## config.mk

```make
export PLATFORM = sky130hd
export DESIGN_NAME = scdp_ctrl
export DESIGN_NICKNAME = d
export VERILOG_FILES = /design/src/hdl/scdp_ctrl.v /design/src/hdl/scdp_gate_sel.v
export VERILOG_INCLUDE_DIRS = /design/src /design/src/hdl
export SDC_FILE = /design/constraint.sdc
export NUM_CORES = 1
export LEC_CHECK = 0
export BUFFER_PORTS_ARGS = -buffer_cell sky130_fd_sc_hd__buf_2
export CAP_MARGIN = 20
export CORE_UTILIZATION = 30
export DETAILED_ROUTE_END_ITERATION = 7
export GPL_ROUTABILITY_DRIVEN = 1
export PLACE_DENSITY = 0.76
export SLEW_MARGIN = 20
export SYNTH_ARGS = -nofsm -noshare
export SYNTH_HDL_FRONTEND = slang
export SYNTH_SLANG_ARGS = --single-unit
```

## constraint.sdc

```tcl
create_clock -name pclk -period 3.4 [get_ports pclk]
set_input_delay 0.51 -clock pclk [delete_from_list [all_inputs] [get_ports pclk]]
set_output_delay 0.51 -clock pclk [all_outputs]
set_load 0.05 [all_outputs]
```

## src/hdl/scdp_map.vh

```
// Register map and field constants for the run-mode clock configuration block.
`ifndef SCDP_MAP_VH
`define SCDP_MAP_VH

// ==========================================================================
// Register offsets
`define SCDP_RMCC_OFF      12'h060

// ==========================================================================
// Field positions
`define SCDP_AUTOGATE_BIT  27
`define SCDP_DIV_HI        26
`define SCDP_DIV_LO        23
`define SCDP_USEDIV_BIT    22
`define SCDP_PDOWN_BIT     13
`define SCDP_OUTEN_BIT     12
`define SCDP_BYPASS_BIT    11

// ==========================================================================
// Reset values and limits
`define SCDP_DIV_RST       4'hf
`define SCDP_DIV_MIN_PLL   4'h7
`define SCDP_DIV_RSVD      4'h0
`define SCDP_DIV_MIN_BYP   4'h1
`define SCDP_AUTOGATE_RST  1'b0
`define SCDP_USEDIV_RST    1'b0
`define SCDP_PDOWN_RST     1'b1
`define SCDP_OUTEN_RST     1'b1
`define SCDP_BYPASS_RST    1'b1

// ==========================================================================
// Power modes
`define SCDP_MODE_RUN      2'h0
`define SCDP_MODE_SLEEP    2'h1
`define SCDP_MODE_DEEP     2'h2

// ==========================================================================
// Gating register set selections
`define SCDP_GSEL_RUN      2'h0
`define SCDP_GSEL_SLEEP    2'h1
`define SCDP_GSEL_DEEP     2'h2

`endif

```

## src/hdl/scdp_ctrl.v

```verilog
// Run-mode clock configuration register with APB access and clock controls.
//
// Behaviour
// - Auto gating set: sleep uses sleep set, deep sleep uses deep-sleep set.
// - Auto gating clear: sleep modes keep using the run gating set.
// - Run mode always uses the run gating set.
// - Divisor field, reset 0xf, divides by value plus one when bypassed.
// - A too-low divisor with the PLL in use reads back as the minimum.
// - Divider-use bit set routes the system clock through the divider.
// - Selecting the PLL forces use of the divider.
// - Power-down bit drives the PLL power-down input, reset 1.
// - Output-enable bit clear lets the PLL clock out, set blocks it.
// - Bypass set selects oscillator clock, clear selects PLL output.
//
// Chosen here: the APB slave port and the placing of the registers.
`timescale 1ns/100ps

`include "scdp_map.vh"

module scdp_ctrl #(
	parameter GATE_W = 32
) (
	// Clock and reset
	input  wire              pclk,
	input  wire              presetn,
	// APB slave
	input  wire              psel,
	input  wire              penable,
	input  wire              pwrite,
	input  wire [11:0]       paddr,
	input  wire [31:0]       pwdata,
	output reg  [31:0]       prdata,
	output reg               pready,
	output reg               pslverr,
	// Power mode and gating registers
	input  wire [1:0]        power_mode,
	input  wire [GATE_W-1:0] run_gating_regs,
	input  wire [GATE_W-1:0] sleep_gating_regs,
	input  wire [GATE_W-1:0] deep_sleep_gating_regs,
	// Clock controls
	output reg  [GATE_W-1:0] periph_gate_r,
	output reg  [1:0]        gate_sel_r,
	output reg  [3:0]        eff_divisor_r,
	output reg               sysclk_use_div_r,
	output reg               sysclk_sel_osc_r,
	output reg               pll_power_down_r,
	output reg               pll_out_enable_r
);

	// ======================================================================
	// Register fields
	reg        autogate_r;
	reg  [3:0] div_r;
	reg        usediv_r;
	reg        bypass_r;
	reg  [3:0] div_nxt;
	reg  [3:0] div_rd;
	wire       wr_en;
	wire       rd_en;
	wire       hit;
	wire [3:0] wr_div;
	wire       wr_bypass;
	wire [31:0] rd_word;
	wire [1:0]  gsel;
	wire [GATE_W-1:0] gval;

	assign hit       = (paddr == `SCDP_RMCC_OFF);
	assign wr_en     = psel & penable & pwrite & ~pready;
	assign rd_en     = psel & penable & ~pwrite & ~pready;
	assign wr_div    = pwdata[`SCDP_DIV_HI:`SCDP_DIV_LO];
	assign wr_bypass = pwdata[`SCDP_BYPASS_BIT];

	// Divisor stored as written; the reserved zero code is held off.
	always @* begin
		div_nxt = div_r;
		if (wr_en && hit) begin
			if (wr_div == `SCDP_DIV_RSVD)
				div_nxt = `SCDP_DIV_MIN_BYP;
			else
				div_nxt = wr_div;
		end
	end

	// Reads clamp to the minimum while the PLL drives the system.
	always @* begin
		if (!bypass_r && div_r < `SCDP_DIV_MIN_PLL)
			div_rd = `SCDP_DIV_MIN_PLL;
		else
			div_rd = div_r;
	end

	// Reserved fields are left as zero in the read word.
	assign rd_word = ({31'h0, autogate_r} << `SCDP_AUTOGATE_BIT)
		| ({28'h0, div_rd} << `SCDP_DIV_LO)
		| ({31'h0, usediv_r} << `SCDP_USEDIV_BIT)
		| ({31'h0, pll_power_down_r} << `SCDP_PDOWN_BIT)
		| ({31'h0, pll_out_enable_r} << `SCDP_OUTEN_BIT)
		| ({31'h0, bypass_r} << `SCDP_BYPASS_BIT);

	// ======================================================================
	// APB slave: one wait state per access, error on unmapped addresses
	always @(posedge pclk or negedge presetn) begin
		if (!presetn) begin
			pready  <= 1'b0;
			pslverr <= 1'b0;
			prdata  <= 32'h0;
		end else begin
			pready  <= psel & penable & ~pready;
			pslverr <= psel & penable & ~pready & ~hit;
			if (rd_en)
				prdata <= hit ? rd_word : 32'h0;
		end
	end

	// ======================================================================
	// Register storage
	always @(posedge pclk or negedge presetn) begin
		if (!presetn) begin
			autogate_r       <= `SCDP_AUTOGATE_RST;
			div_r            <= `SCDP_DIV_RST;
			usediv_r         <= `SCDP_USEDIV_RST;
			pll_power_down_r <= `SCDP_PDOWN_RST;
			pll_out_enable_r <= `SCDP_OUTEN_RST;
			bypass_r         <= `SCDP_BYPASS_RST;
		end else begin
			div_r <= div_nxt;
			if (wr_en && hit) begin
				autogate_r       <= pwdata[`SCDP_AUTOGATE_BIT];
				usediv_r         <= pwdata[`SCDP_USEDIV_BIT];
				// Both must be cleared by software to run the PLL.
				pll_power_down_r <= pwdata[`SCDP_PDOWN_BIT];
				pll_out_enable_r <= pwdata[`SCDP_OUTEN_BIT];
				bypass_r         <= wr_bypass;
			end
		end
	end

	// ======================================================================
	// Clock path controls
	always @(posedge pclk or negedge presetn) begin
		if (!presetn) begin
			eff_divisor_r    <= `SCDP_DIV_RST;
			sysclk_use_div_r <= `SCDP_USEDIV_RST;
			sysclk_sel_osc_r <= `SCDP_BYPASS_RST;
		end else begin
			eff_divisor_r    <= div_rd;
			sysclk_use_div_r <= usediv_r | ~bypass_r;
			sysclk_sel_osc_r <= bypass_r;
		end
	end

	// ======================================================================
	// Peripheral clock gating
	scdp_gate_sel #(
		.N(GATE_W)
	) u_gate_sel (
		.auto_gating_select     (autogate_r),
		.power_mode             (power_mode),
		.run_gating_regs        (run_gating_regs),
		.sleep_gating_regs      (sleep_gating_regs),
		.deep_sleep_gating_regs (deep_sleep_gating_regs),
		.gate_sel               (gsel),
		.gate_value             (gval)
	);

	always @(posedge pclk or negedge presetn) begin
		if (!presetn) begin
			gate_sel_r    <= `SCDP_GSEL_RUN;
			periph_gate_r <= {GATE_W{1'b0}};
		end else begin
			gate_sel_r    <= gsel;
			periph_gate_r <= gval;
		end
	end

endmodule // scdp_ctrl

```

## src/hdl/scdp_gate_sel.v

```verilog
// Picks the peripheral clock gating register set for the current power mode.
`timescale 1ns/100ps

`include "scdp_map.vh"

module scdp_gate_sel #(
	parameter N = 32
) (
	// Control
	input  wire         auto_gating_select,
	input  wire [1:0]   power_mode,
	// Gating register sets
	input  wire [N-1:0] run_gating_regs,
	input  wire [N-1:0] sleep_gating_regs,
	input  wire [N-1:0] deep_sleep_gating_regs,
	// Result
	output reg  [1:0]   gate_sel,
	output reg  [N-1:0] gate_value
);

	always @* begin
		gate_sel   = `SCDP_GSEL_RUN;
		gate_value = run_gating_regs;
		if (auto_gating_select) begin
			if (power_mode == `SCDP_MODE_SLEEP) begin
				gate_sel   = `SCDP_GSEL_SLEEP;
				gate_value = sleep_gating_regs;
			end else if (power_mode == `SCDP_MODE_DEEP) begin
				gate_sel   = `SCDP_GSEL_DEEP;
				gate_value = deep_sleep_gating_regs;
			end
		end
		// With the select clear, sleep modes keep the run set.
	end

endmodule // scdp_gate_sel

```

==> results of run 1 <==
==> report_power, final <==
| group | total [mW] | switching, mW | internal, mW |
|---|---|---|---|
| clock network | 0.572 | 0.304 | 0.267 |
| logic | 0.271 | 0.193 | 0.0789 |
| registers | 0.741 | 0.00591 | 0.735 |
| total | 1.58 | 0.503 | 1.08 |
==> worst register-to-register path: stages (launching register included) <==
cell and delay (ns):
dfrtp_1 0.41, nand4b_1 0.25, nor4_4 0.53, mux2_2 0.41
==> registers in the layout, summed over array words and instances (netlist names) <==
| name | cells |
|---|---|
| eff_divisor_r | 4 |
| usediv_r | 1 |
| prdata | 9 |
| bypass_r | 1 |
| periph_gate_r | 32 |
| pready | 1 |
| autogate_r | 1 |
| pslverr | 1 |
| pll_out_enable_r | 1 |
| gate_sel_r | 2 |
| sysclk_use_div_r | 1 |
| div_r | 4 |
| sysclk_sel_osc_r | 1 |
| pll_power_down_r | 1 |
==> cell type report <==
class | instances | area (µm²) | area share (%)
flip-flops and latches | 60 | 1516 | 41.11
well taps | 105 | 131.4 | 3.562
repair buffers | 180 | 910.9 | 24.69
clock inverters | 7 | 51.30 | 1.391
multi-input cells | 144 | 823.3 | 22.32
inverters | 35 | 131.4 | 3.562
clock buffers | 9 | 123.9 | 3.358
==> worst paths after layout <==
kind / to / depth (start not counted) / slack, ns / startpoint
max: autogate_r / 4 / 1.43 / paddr[1]
min: prdata[24] / 1 / 0.15 / presetn
max reg2reg: autogate_r / 3 / 1.68 / pready
min reg2reg: eff_divisor_r[3] / 0 / 0.40 / div_r[3]
max in group asynchronous: pll_out_enable_r / 2 / 2.34 / presetn
min in group pclk: eff_divisor_r[3] / 0 / 0.40 / div_r[3]
==> kinds of logic after synthesis <==
family	after synthesis	synth area share (%)
compound gates	77	16.28
buf+inv	72	13.65
flops	60	58.05
simple gates	35	8.046
other cells	1	0.1435
mux	9	3.832
==> cell usage in the layout (no fill, tap or decap), drive strengths merged, types with 8 or more instances in the layout <==
cell,instances
buf,180
dfrtp,48
o21ai,13
dfstp,12
inv,37
o22ai,32
a21oi,32
clkbuf,9
nand2,16
mux2,8
conb,23
==> metrics by stage <==
stage                     std cells  util [%]
after floorplan                 276         -
after global placement          524     42.11
after detailed placement        524     42.11
after CTS                       540     44.21
after global routing            540     44.22
final                           540     44.22
==> routing by layer <==
metal | track usage [%] | vias up | wire [µm]
met5 | 0 | - | 0
met1 | 18.98 | 1130 | 2814
li1 | - | 1162 | -
met4 | 7.071 | 0 | 112
met3 | 5.582 | 11 | 565
met2 | 27.80 | 121 | 3779
==> reports/metrics.cfg, run 1 <==
[floorplanning]
row_count = 33
die_w_um = 95.32
core_area_mm2 = 0.008341
io_pins = 223
die_h_um = 95.32
start_util_pct = 31.32
dieArea_mm2 = 0.009086

[grt]
grt_usage_pct = 16.50
grt_first_pass_wirelength_um = 11110
overflow = 0
grt_pass1_vias = 2266
antenna_found_initial = 0
grt_max_degree = 37

[placement]
post-place-ws_ns = 1.055
place_area_mm2 = 0.003512
gp_congestion = 0.7338
dp_hpwl_um = 5564
place.port_buffers = 176

[synth]
ys_types = 26
ys_ff_latch = 60
synth.avg_cell_area_um2 = 10.29
synth_commonest_cells = 48 x dfrtp_1, 35 x inv_1, 32 x a21oi_1, 32 x o22ai_1, 23 x buf_4
synth_top_area_share_pct = 45.98
synth_edf_count = 0
yosysSeqAreaShare_pct = 58.05
syn_inst = 254
synth.most_common_cell = dfrtp_1
async_flop_share_pct = 100.0
synth_top_area_cell = dfrtp_1
syn_area_mm2 = 0.002613
ys.warnings.count = 0
ys_top_cells_by_area = dfrtp_1 46%, dfstp_2 12%, o22ai_1 7.7%, buf_4 6.6%, a21oi_1 6.1%
synth-main-ff-cell = dfrtp_1

[clock_tree]
postCtsHoldBufs = 0
cts_max_level = 3
cts_tree = built
cts_buffers = 9
worst_skew_pair.late_latency_ns = 0.34
clk_pin_slew_ns = 0.08
post_cts_buffers = 0
clockBufferDepth = 2
cts_root_buf = clkbuf_8
clock_sinks = 60
ctsResizeCount = 0

[sta]
holdWs_ns = 0.1486
hold_viol = 0
worst_slew_pin_slew_ns = 0.6591
fin_ws_ns = 1.433
finalSetupViolCount = 0
rsz0062_at_grt = no
drv_slew = 0
period_needed_ns = 1.967
fmax_mhz = 508.5
tns_ns = 0
relSlewSlack_pct = 55.73
period_share_pct = 57.84
finClkSkew_ns = 0.007360

[route]
drt_drc_violations_left = 0
dr.pass1.iters = 4
ant_nets = 0
wl_per_cell_um = 13.46
drt_wl_total_um = 7271
via_per_inst = 4.489
via_count = 2424
drt_iter0_markers = 46

[critical_path]
cp-end-kind = flip-flop
cp.required_ns = 3.62
slowest_delay_ns = 0.63
critPathMaxFanout = 9
crit_chain = buf_2 -> or4_4 -> nor4_4 -> mux2_2
critical_path_class = primary input to flip-flop
cp_slowest_cell = nor4_4
arrival_ns = 2.19
crit_path_start_kind = primary input
cpLargestDelayFamily = simple AND/OR/NAND/NOR gates
cp.buffers_inverters = 1

[final_layout]
final_cell_area_mm2 = 0.003689
n_fill_cell = 826
n_antenna_cell = 0
area_delta_synth_final_pct = 41.19
final_layout_size_suffix_gt1_share_pct = 50.80
nets = 577

[power_and_ir_drop]
irDropWorstVdd_mv = 0.1940
powerDensity_mw_per_mm2 = 429.3
power.leakage_nw = 2.016
power_mw = 1.584

[run]
drv_cap = 0

[outcome]
status = completed

[hold_path]
hp-class = primary input to asynchronous set/reset pin

No activity file was read; power rests on OpenSTA's default activity.
==> run 2: changes to the inputs <==
- PLACE_DENSITY: 0.76 -> 0.78
- clock period: 3.4 -> 1.8 ns (I/O delays scaled with it)
==> run 2 against run 1 <==
Hold slack improved by 0.0088 ns; sequential share of layout area decreased by 0.82 points; largest power group unchanged; core utilization increased by 0.90 points; worst setup slack got worse by 1.2 ns; critical path type unchanged; highest routed layer unchanged; clock skew decreased by 0.00073 ns; combinational power increased by 92%; global-route usage increased by 0.20 points.
==> reports/metrics.cfg, run 2 (synthesized netlist as in run 1, its figures left out) <==
[final_layout]
final_util_pct = 45.12
n_fill_cell = 814
top_register = periph_gate_r
largest_reg_flops = 32
top_regs = periph_gate_r (32), prdata (9)
area_delta_synth_final_pct = 44.06
final_layout_size_suffix_gt1_share_pct = 50.91
layout_commonest_cell = buf_2
n_antenna_cell = 0
nets = 582
final_cell_mix = 176 x buf_2, 48 x dfrtp_1, 35 x inv_1

[clock_tree]
clk_pin_slew_ns = 0.08
cts_tree = built
clockBufferDepth = 2
worst_skew_pair.late_latency_ns = 0.33
cts_root_buf = clkbuf_8
clock_sinks = 60
cts_max_level = 3
cts_buffers = 9

[floorplanning]
die_w_um = 95.32
dieArea_mm2 = 0.009086
die_h_um = 95.32
start_util_pct = 31.32
row_count = 33
core_area_mm2 = 0.008341
io_pins = 223

[hold_path]
hp-class = primary input to flip-flop
hold_start = run_gating_regs[0]
whs_path_depth = 3
hold_end = periph_gate_r[0]

[placement]
gp_congestion = 0.7381
place.port_buffers = 176
dp_hpwl_um = 5737

[critical_path]
critPathMaxFanout = 9
cp.required_ns = 2.02
timing.rr.start = pready
cp-end-kind = flip-flop
r2r-end = usediv_r
crit_path_start_kind = primary input
critical_path_class = primary input to flip-flop
arrival_ns = 1.74
r2r_cells = 4
r2r_slack_ns = 0.29

[power_and_ir_drop]
power.leakage_nw = 2.048
irDropWorstVdd_mv = 0.4158
powerDensity_mw_per_mm2 = 831.4

[run]
drv_cap = 0

[route]
drt_wl_total_um = 7374
wl_met2_um = 3815
via_per_inst = 4.499
top_layer = met4
drt_iter0_markers = 52
m1WireLength_um = 2861
wl_per_cell_um = 13.53
via_count = 2452
ant_nets = 0
drt_drc_violations_left = 0
met3_length_um = 554
dr.pass1.iters = 4

[sta]
drv_slew = 0
rsz0062_at_grt = no
period_needed_ns = 1.522
fmax_mhz = 657.2
hold_viol = 0
period_share_pct = 84.54
finClkSkew_ns = 0.006625
finalSetupViolCount = 0
holdWs_ns = 0.1575
tns_ns = 0

[grt]
antenna_found_initial = 0
grt_usage_pct = 16.70
grt_pass1_vias = 2390
grt_first_pass_wirelength_um = 11310
grt_max_degree = 61
overflow = 0

[outcome]
status = completed

[run 2: changes by cell type in the layout (fill, tap and decap cells not counted), sizes merged]
cell	previous run	this run
buf	180	184
clkinv	3	1
bufinv	0	1
clkinvlp	2	3
dlygate4sd3	0	1
[run 2: critical path, stage by stage]
cell and delay (ns):
buf_2 0.10, or4_1 0.58, nor4_4 0.23, buf_4 0.22, mux2_2 0.35
[run 2: layout make-up]
class	count	area (µm²)	share of cell area [%]
Clock buffer	9	123.9	3.291
Timing Repair Buffer	185	963.4	25.60
Multi-Input combinational cell	144	822.0	21.84
Sequential cell	60	1516	40.29
Tap cell	105	131.4	3.491
Clock inverter	7	75.07	1.995
Inverter	35	131.4	3.491
[run 2: worst max path at each step]
stage	startpoint	end	cells past startpoint
final	paddr[9]	usediv_r	5
after CTS	pready	usediv_r	4
after global placement	paddr[9]	autogate_r	5
after floorplan	paddr[9]	autogate_r	3
after detailed placement	paddr[9]	usediv_r	5
after global routing	pready	usediv_r	4
[run 2: through the flow]
stage	total power [mW]	instance area [µm²]	setup slack, ns	instances
global route	3.295	3764	0.2004	545
floorplan	1.760	2695	-0.02015	276
detailed placement	1.944	3555	-0.08261	528
finish	3.129	3764	0.2783	545
CTS	3.186	3764	0.2602	545
global placement	1.934	3555	-0.06977	528
[run 2: repair_timing]
item | in CTS | in global routing
setup buffers | 0 | 0
resized for setup | 0 | 0
hold endpoints to repair | 48 | 0
endpoints found under the setup margin | 0 | 0
hold buffers | 1 | 0
[run 2: power by group]
group          internal (mW)  switching [mW]
combinational          0.154           0.366
clock                  0.645           0.565
sequential              1.39          0.0108
total                   2.19           0.942
[run 2: per-layer routing]
layer  GRT usage [%]  vias up
met5               0        -
met4           7.323        0
met3           5.821       14
met2           29.46      111
met1           17.91     1152
li1                -     1175
==> run 3: changes to the inputs <==
- ABC_AREA: default -> 1
- PLACE_DENSITY: 0.78 -> 0.75
- clock period: 1.8 -> 1.25 ns (I/O delays scaled with it)
==> run 3 against run 2 <==
Largest cell class unchanged; sequential share of layout area fell by 6.0 points; largest power group is now the clock network; worst setup slack got worse by 0.25 ns; final area rose by 18%; count of clock-buffer cells in the layout rose by 2; synthesized cell count rose by 31%.
==> reports/metrics.cfg, run 3 <==
[run]
drv_cap = 0

[final_layout]
largest_reg_flops = 32
seq_area_mm2 = 0.001519
n_fill_cell = 942
n_antenna_cell = 0
top_register = periph_gate_r
final_util_pct = 45.56
top_regs = periph_gate_r (32), prdata (9)
nets = 672
multi_input_area_mm2 = 0.001262
area_delta_synth_final_pct = 47.69
final_cell_area_mm2 = 0.004433
layout_commonest_cell = buf_2
final_layout_size_suffix_gt1_share_pct = 50.94
final_cell_mix = 169 x buf_2, 75 x nor2_1, 48 x nand2_1

[sta]
drv_slew = 0
finalSetupViolCount = 0
hold_viol = 0
rsz0062_at_grt = yes
period_needed_ns = 1.223
finClkSkew_ns = 0.008121
period_share_pct = 97.82
fmax_mhz = 817.9

[power_and_ir_drop]
irDropWorstVdd_mv = 0.5982
powerDensity_mw_per_mm2 = 1126
power.leakage_nw = 2.330

[clock_tree]
cts_max_level = 3
worst_skew_pair.late_latency_ns = 0.33
clk_pin_slew_ns = 0.07
clockBufferDepth = 2
cts_tree = built
clock_sinks = 60
cts_buffers = 9
cts_root_buf = clkbuf_8

[critical_path]
crit_chain = buf_8
cp.required_ns = 1.06
r2r_cells = 6
crit_path_start_kind = flip-flop
slowest_delay_ns = 0.56
critical_path_class = flip-flop to primary output
critPathMaxFanout = 2
cp_slowest_cell = dfstp_2
cp.depth = 1
cp-end-kind = primary output
cp.buffers_inverters = 1
arrival_ns = 1.04
cpLargestDelayFamily = flip-flops

[synth]
synth_commonest_cells = 75 x nor2_1, 48 x dfrtp_1, 48 x nand2_1, 34 x nor3_1, 31 x nor3_2
synth.area.mux_share_pct = 0
ys_ff_latch = 60
synth_edf_count = 0
ys.warnings.count = 0
async_flop_share_pct = 100.0
synth_top_family_by_area = simple AND/OR/NAND/NOR gates
syn_inst = 333
synth_compound_area_share_pct = 1.042
yosys.area_share.adder_pct = 0
yosysSeqAreaShare_pct = 50.52
synth.avg_cell_area_um2 = 9.014
ys_types = 24
synthXorXnorAreaFrac_pct = 0
synth.most_common_cell = nor2_1
synth-simple-area-share_pct = 37.39
ys_top_cells_by_area = dfrtp_1 40%, dfstp_2 11%, nor3_2 10%, nor2_1 9.4%, buf_4 6.0%
syn_area_mm2 = 0.003002
synth-main-ff-cell = dfrtp_1
synth_top_area_cell = dfrtp_1
synth_top_area_share_pct = 40.02

[grt]
grt_pass1_vias = 2688
overflow = 0
antenna_found_initial = 0
grt_usage_pct = 15.69
grt_first_pass_wirelength_um = 12570
grt_max_degree = 61

[route]
dr.pass1.iters = 4
wl_per_cell_um = 12.65
drt_iter0_markers = 55
via_per_inst = 4.373
drt_wl_total_um = 8388
ant_nets = 0
drt_drc_violations_left = 0
via_count = 2899

[floorplanning]
core_area_mm2 = 0.009729
die_h_um = 102.0
dieArea_mm2 = 0.01041
row_count = 36
start_util_pct = 30.85
io_pins = 223
die_w_um = 102.0

[placement]
gp_congestion = 0.7949
dp_hpwl_um = 6280
place_area_mm2 = 0.004038
place.port_buffers = 176

[hold_path]
whs_path_depth = 3
hp-class = primary input to flip-flop

[outcome]
status = completed

[run 3: changes by cell type after synthesis, moves of 12 or more]
cell	previous run	this run
o21ai_0	13	1
nand2_1	16	48
nor2_1	3	75
nor3_1	1	34
a21oi_1	32	1
inv_1	35	14
nor3_2	0	31
o22ai_1	32	0
nand4_1	0	16
[run 3: through the flow]
| step | power, mW | std cells | setup TNS, ns | worst slack [ns] | hold WS (ns) |
|---|---|---|---|---|---|
| 6_report | 4.991 | 663 | 0 | 0.02730 | 0.09223 |
| 5_1_grt | 5.198 | 663 | -0.03413 | -0.01963 | 0.06624 |
| 4_1_cts | 5.050 | 658 | -0.02440 | -0.02161 | 0.06759 |
| 3_5_place_dp | 2.870 | 640 | -0.004277 | -0.004277 | 0.2264 |
| 3_3_place_gp | 2.854 | 640 | 0 | 0.05643 | 0.2174 |
| 2_1_floorplan | 2.586 | 355 | -0.03921 | -0.01978 | -0.1081 |
[run 3: metal layers]
layer / vias up / track usage, % / share of wire [%]
met2: 121 / 26.23 / 51
met3: 6 / 3.967 / 5.3
met1: 1352 / 19.49 / 43
met5: - / 0 / 0
met4: 0 / 5.934 / 0.79
li1: 1420 / - / -
[run 3: worst paths after layout]
check,slack (ns),endpoint,start
max,0.03,pll_power_down_r,pll_power_down_r
max reg2reg,0.06,autogate_r,pready
min reg2reg,0.40,eff_divisor_r[3],div_r[3]
max in group asynchronous,0.55,eff_divisor_r[0],presetn
min,0.09,pll_power_down_r,pwdata[13]
min in group asynchronous,0.37,periph_gate_r[3],presetn
[run 3: final cells by class]
type / instances / share of cell area, %
Clock inverter: 5 / 2.258
Timing Repair Buffer: 197 / 26.64
Clock buffer: 11 / 3.189
Sequential cell: 60 / 34.26
Tap cell: 133 / 3.754
Inverter: 16 / 1.411
Multi-Input combinational cell: 241 / 28.48
[run 3: logic make-up (layout without fill, tap and decap cells)]
logic type,Yosys count,after routing
other,1,23
AO/OA/AOI/OAI,4,4
flip-flops,60,60
AND/OR/NAND/NOR,214,214
buffers and inverters,54,229
[run 3: report_power, final]
group	total, mW	switching [mW]	internal (mW)
clock network	2.15	0.771	1.37
registers	2.02	0.0166	2.00
logic	0.830	0.578	0.251
total	4.99	1.37	3.63
[run 3: repair_timing]
item | 4_1_cts | 5_1_grt
pin swaps | 0 | 3
gates resized for setup | 14 | 4
hold buffers | 1 | 0
endpoints found under the setup margin | 8 | 43
cloned | 0 | 1
buffers inserted | 1 | 4
hold endpoints to repair | 48 | 0
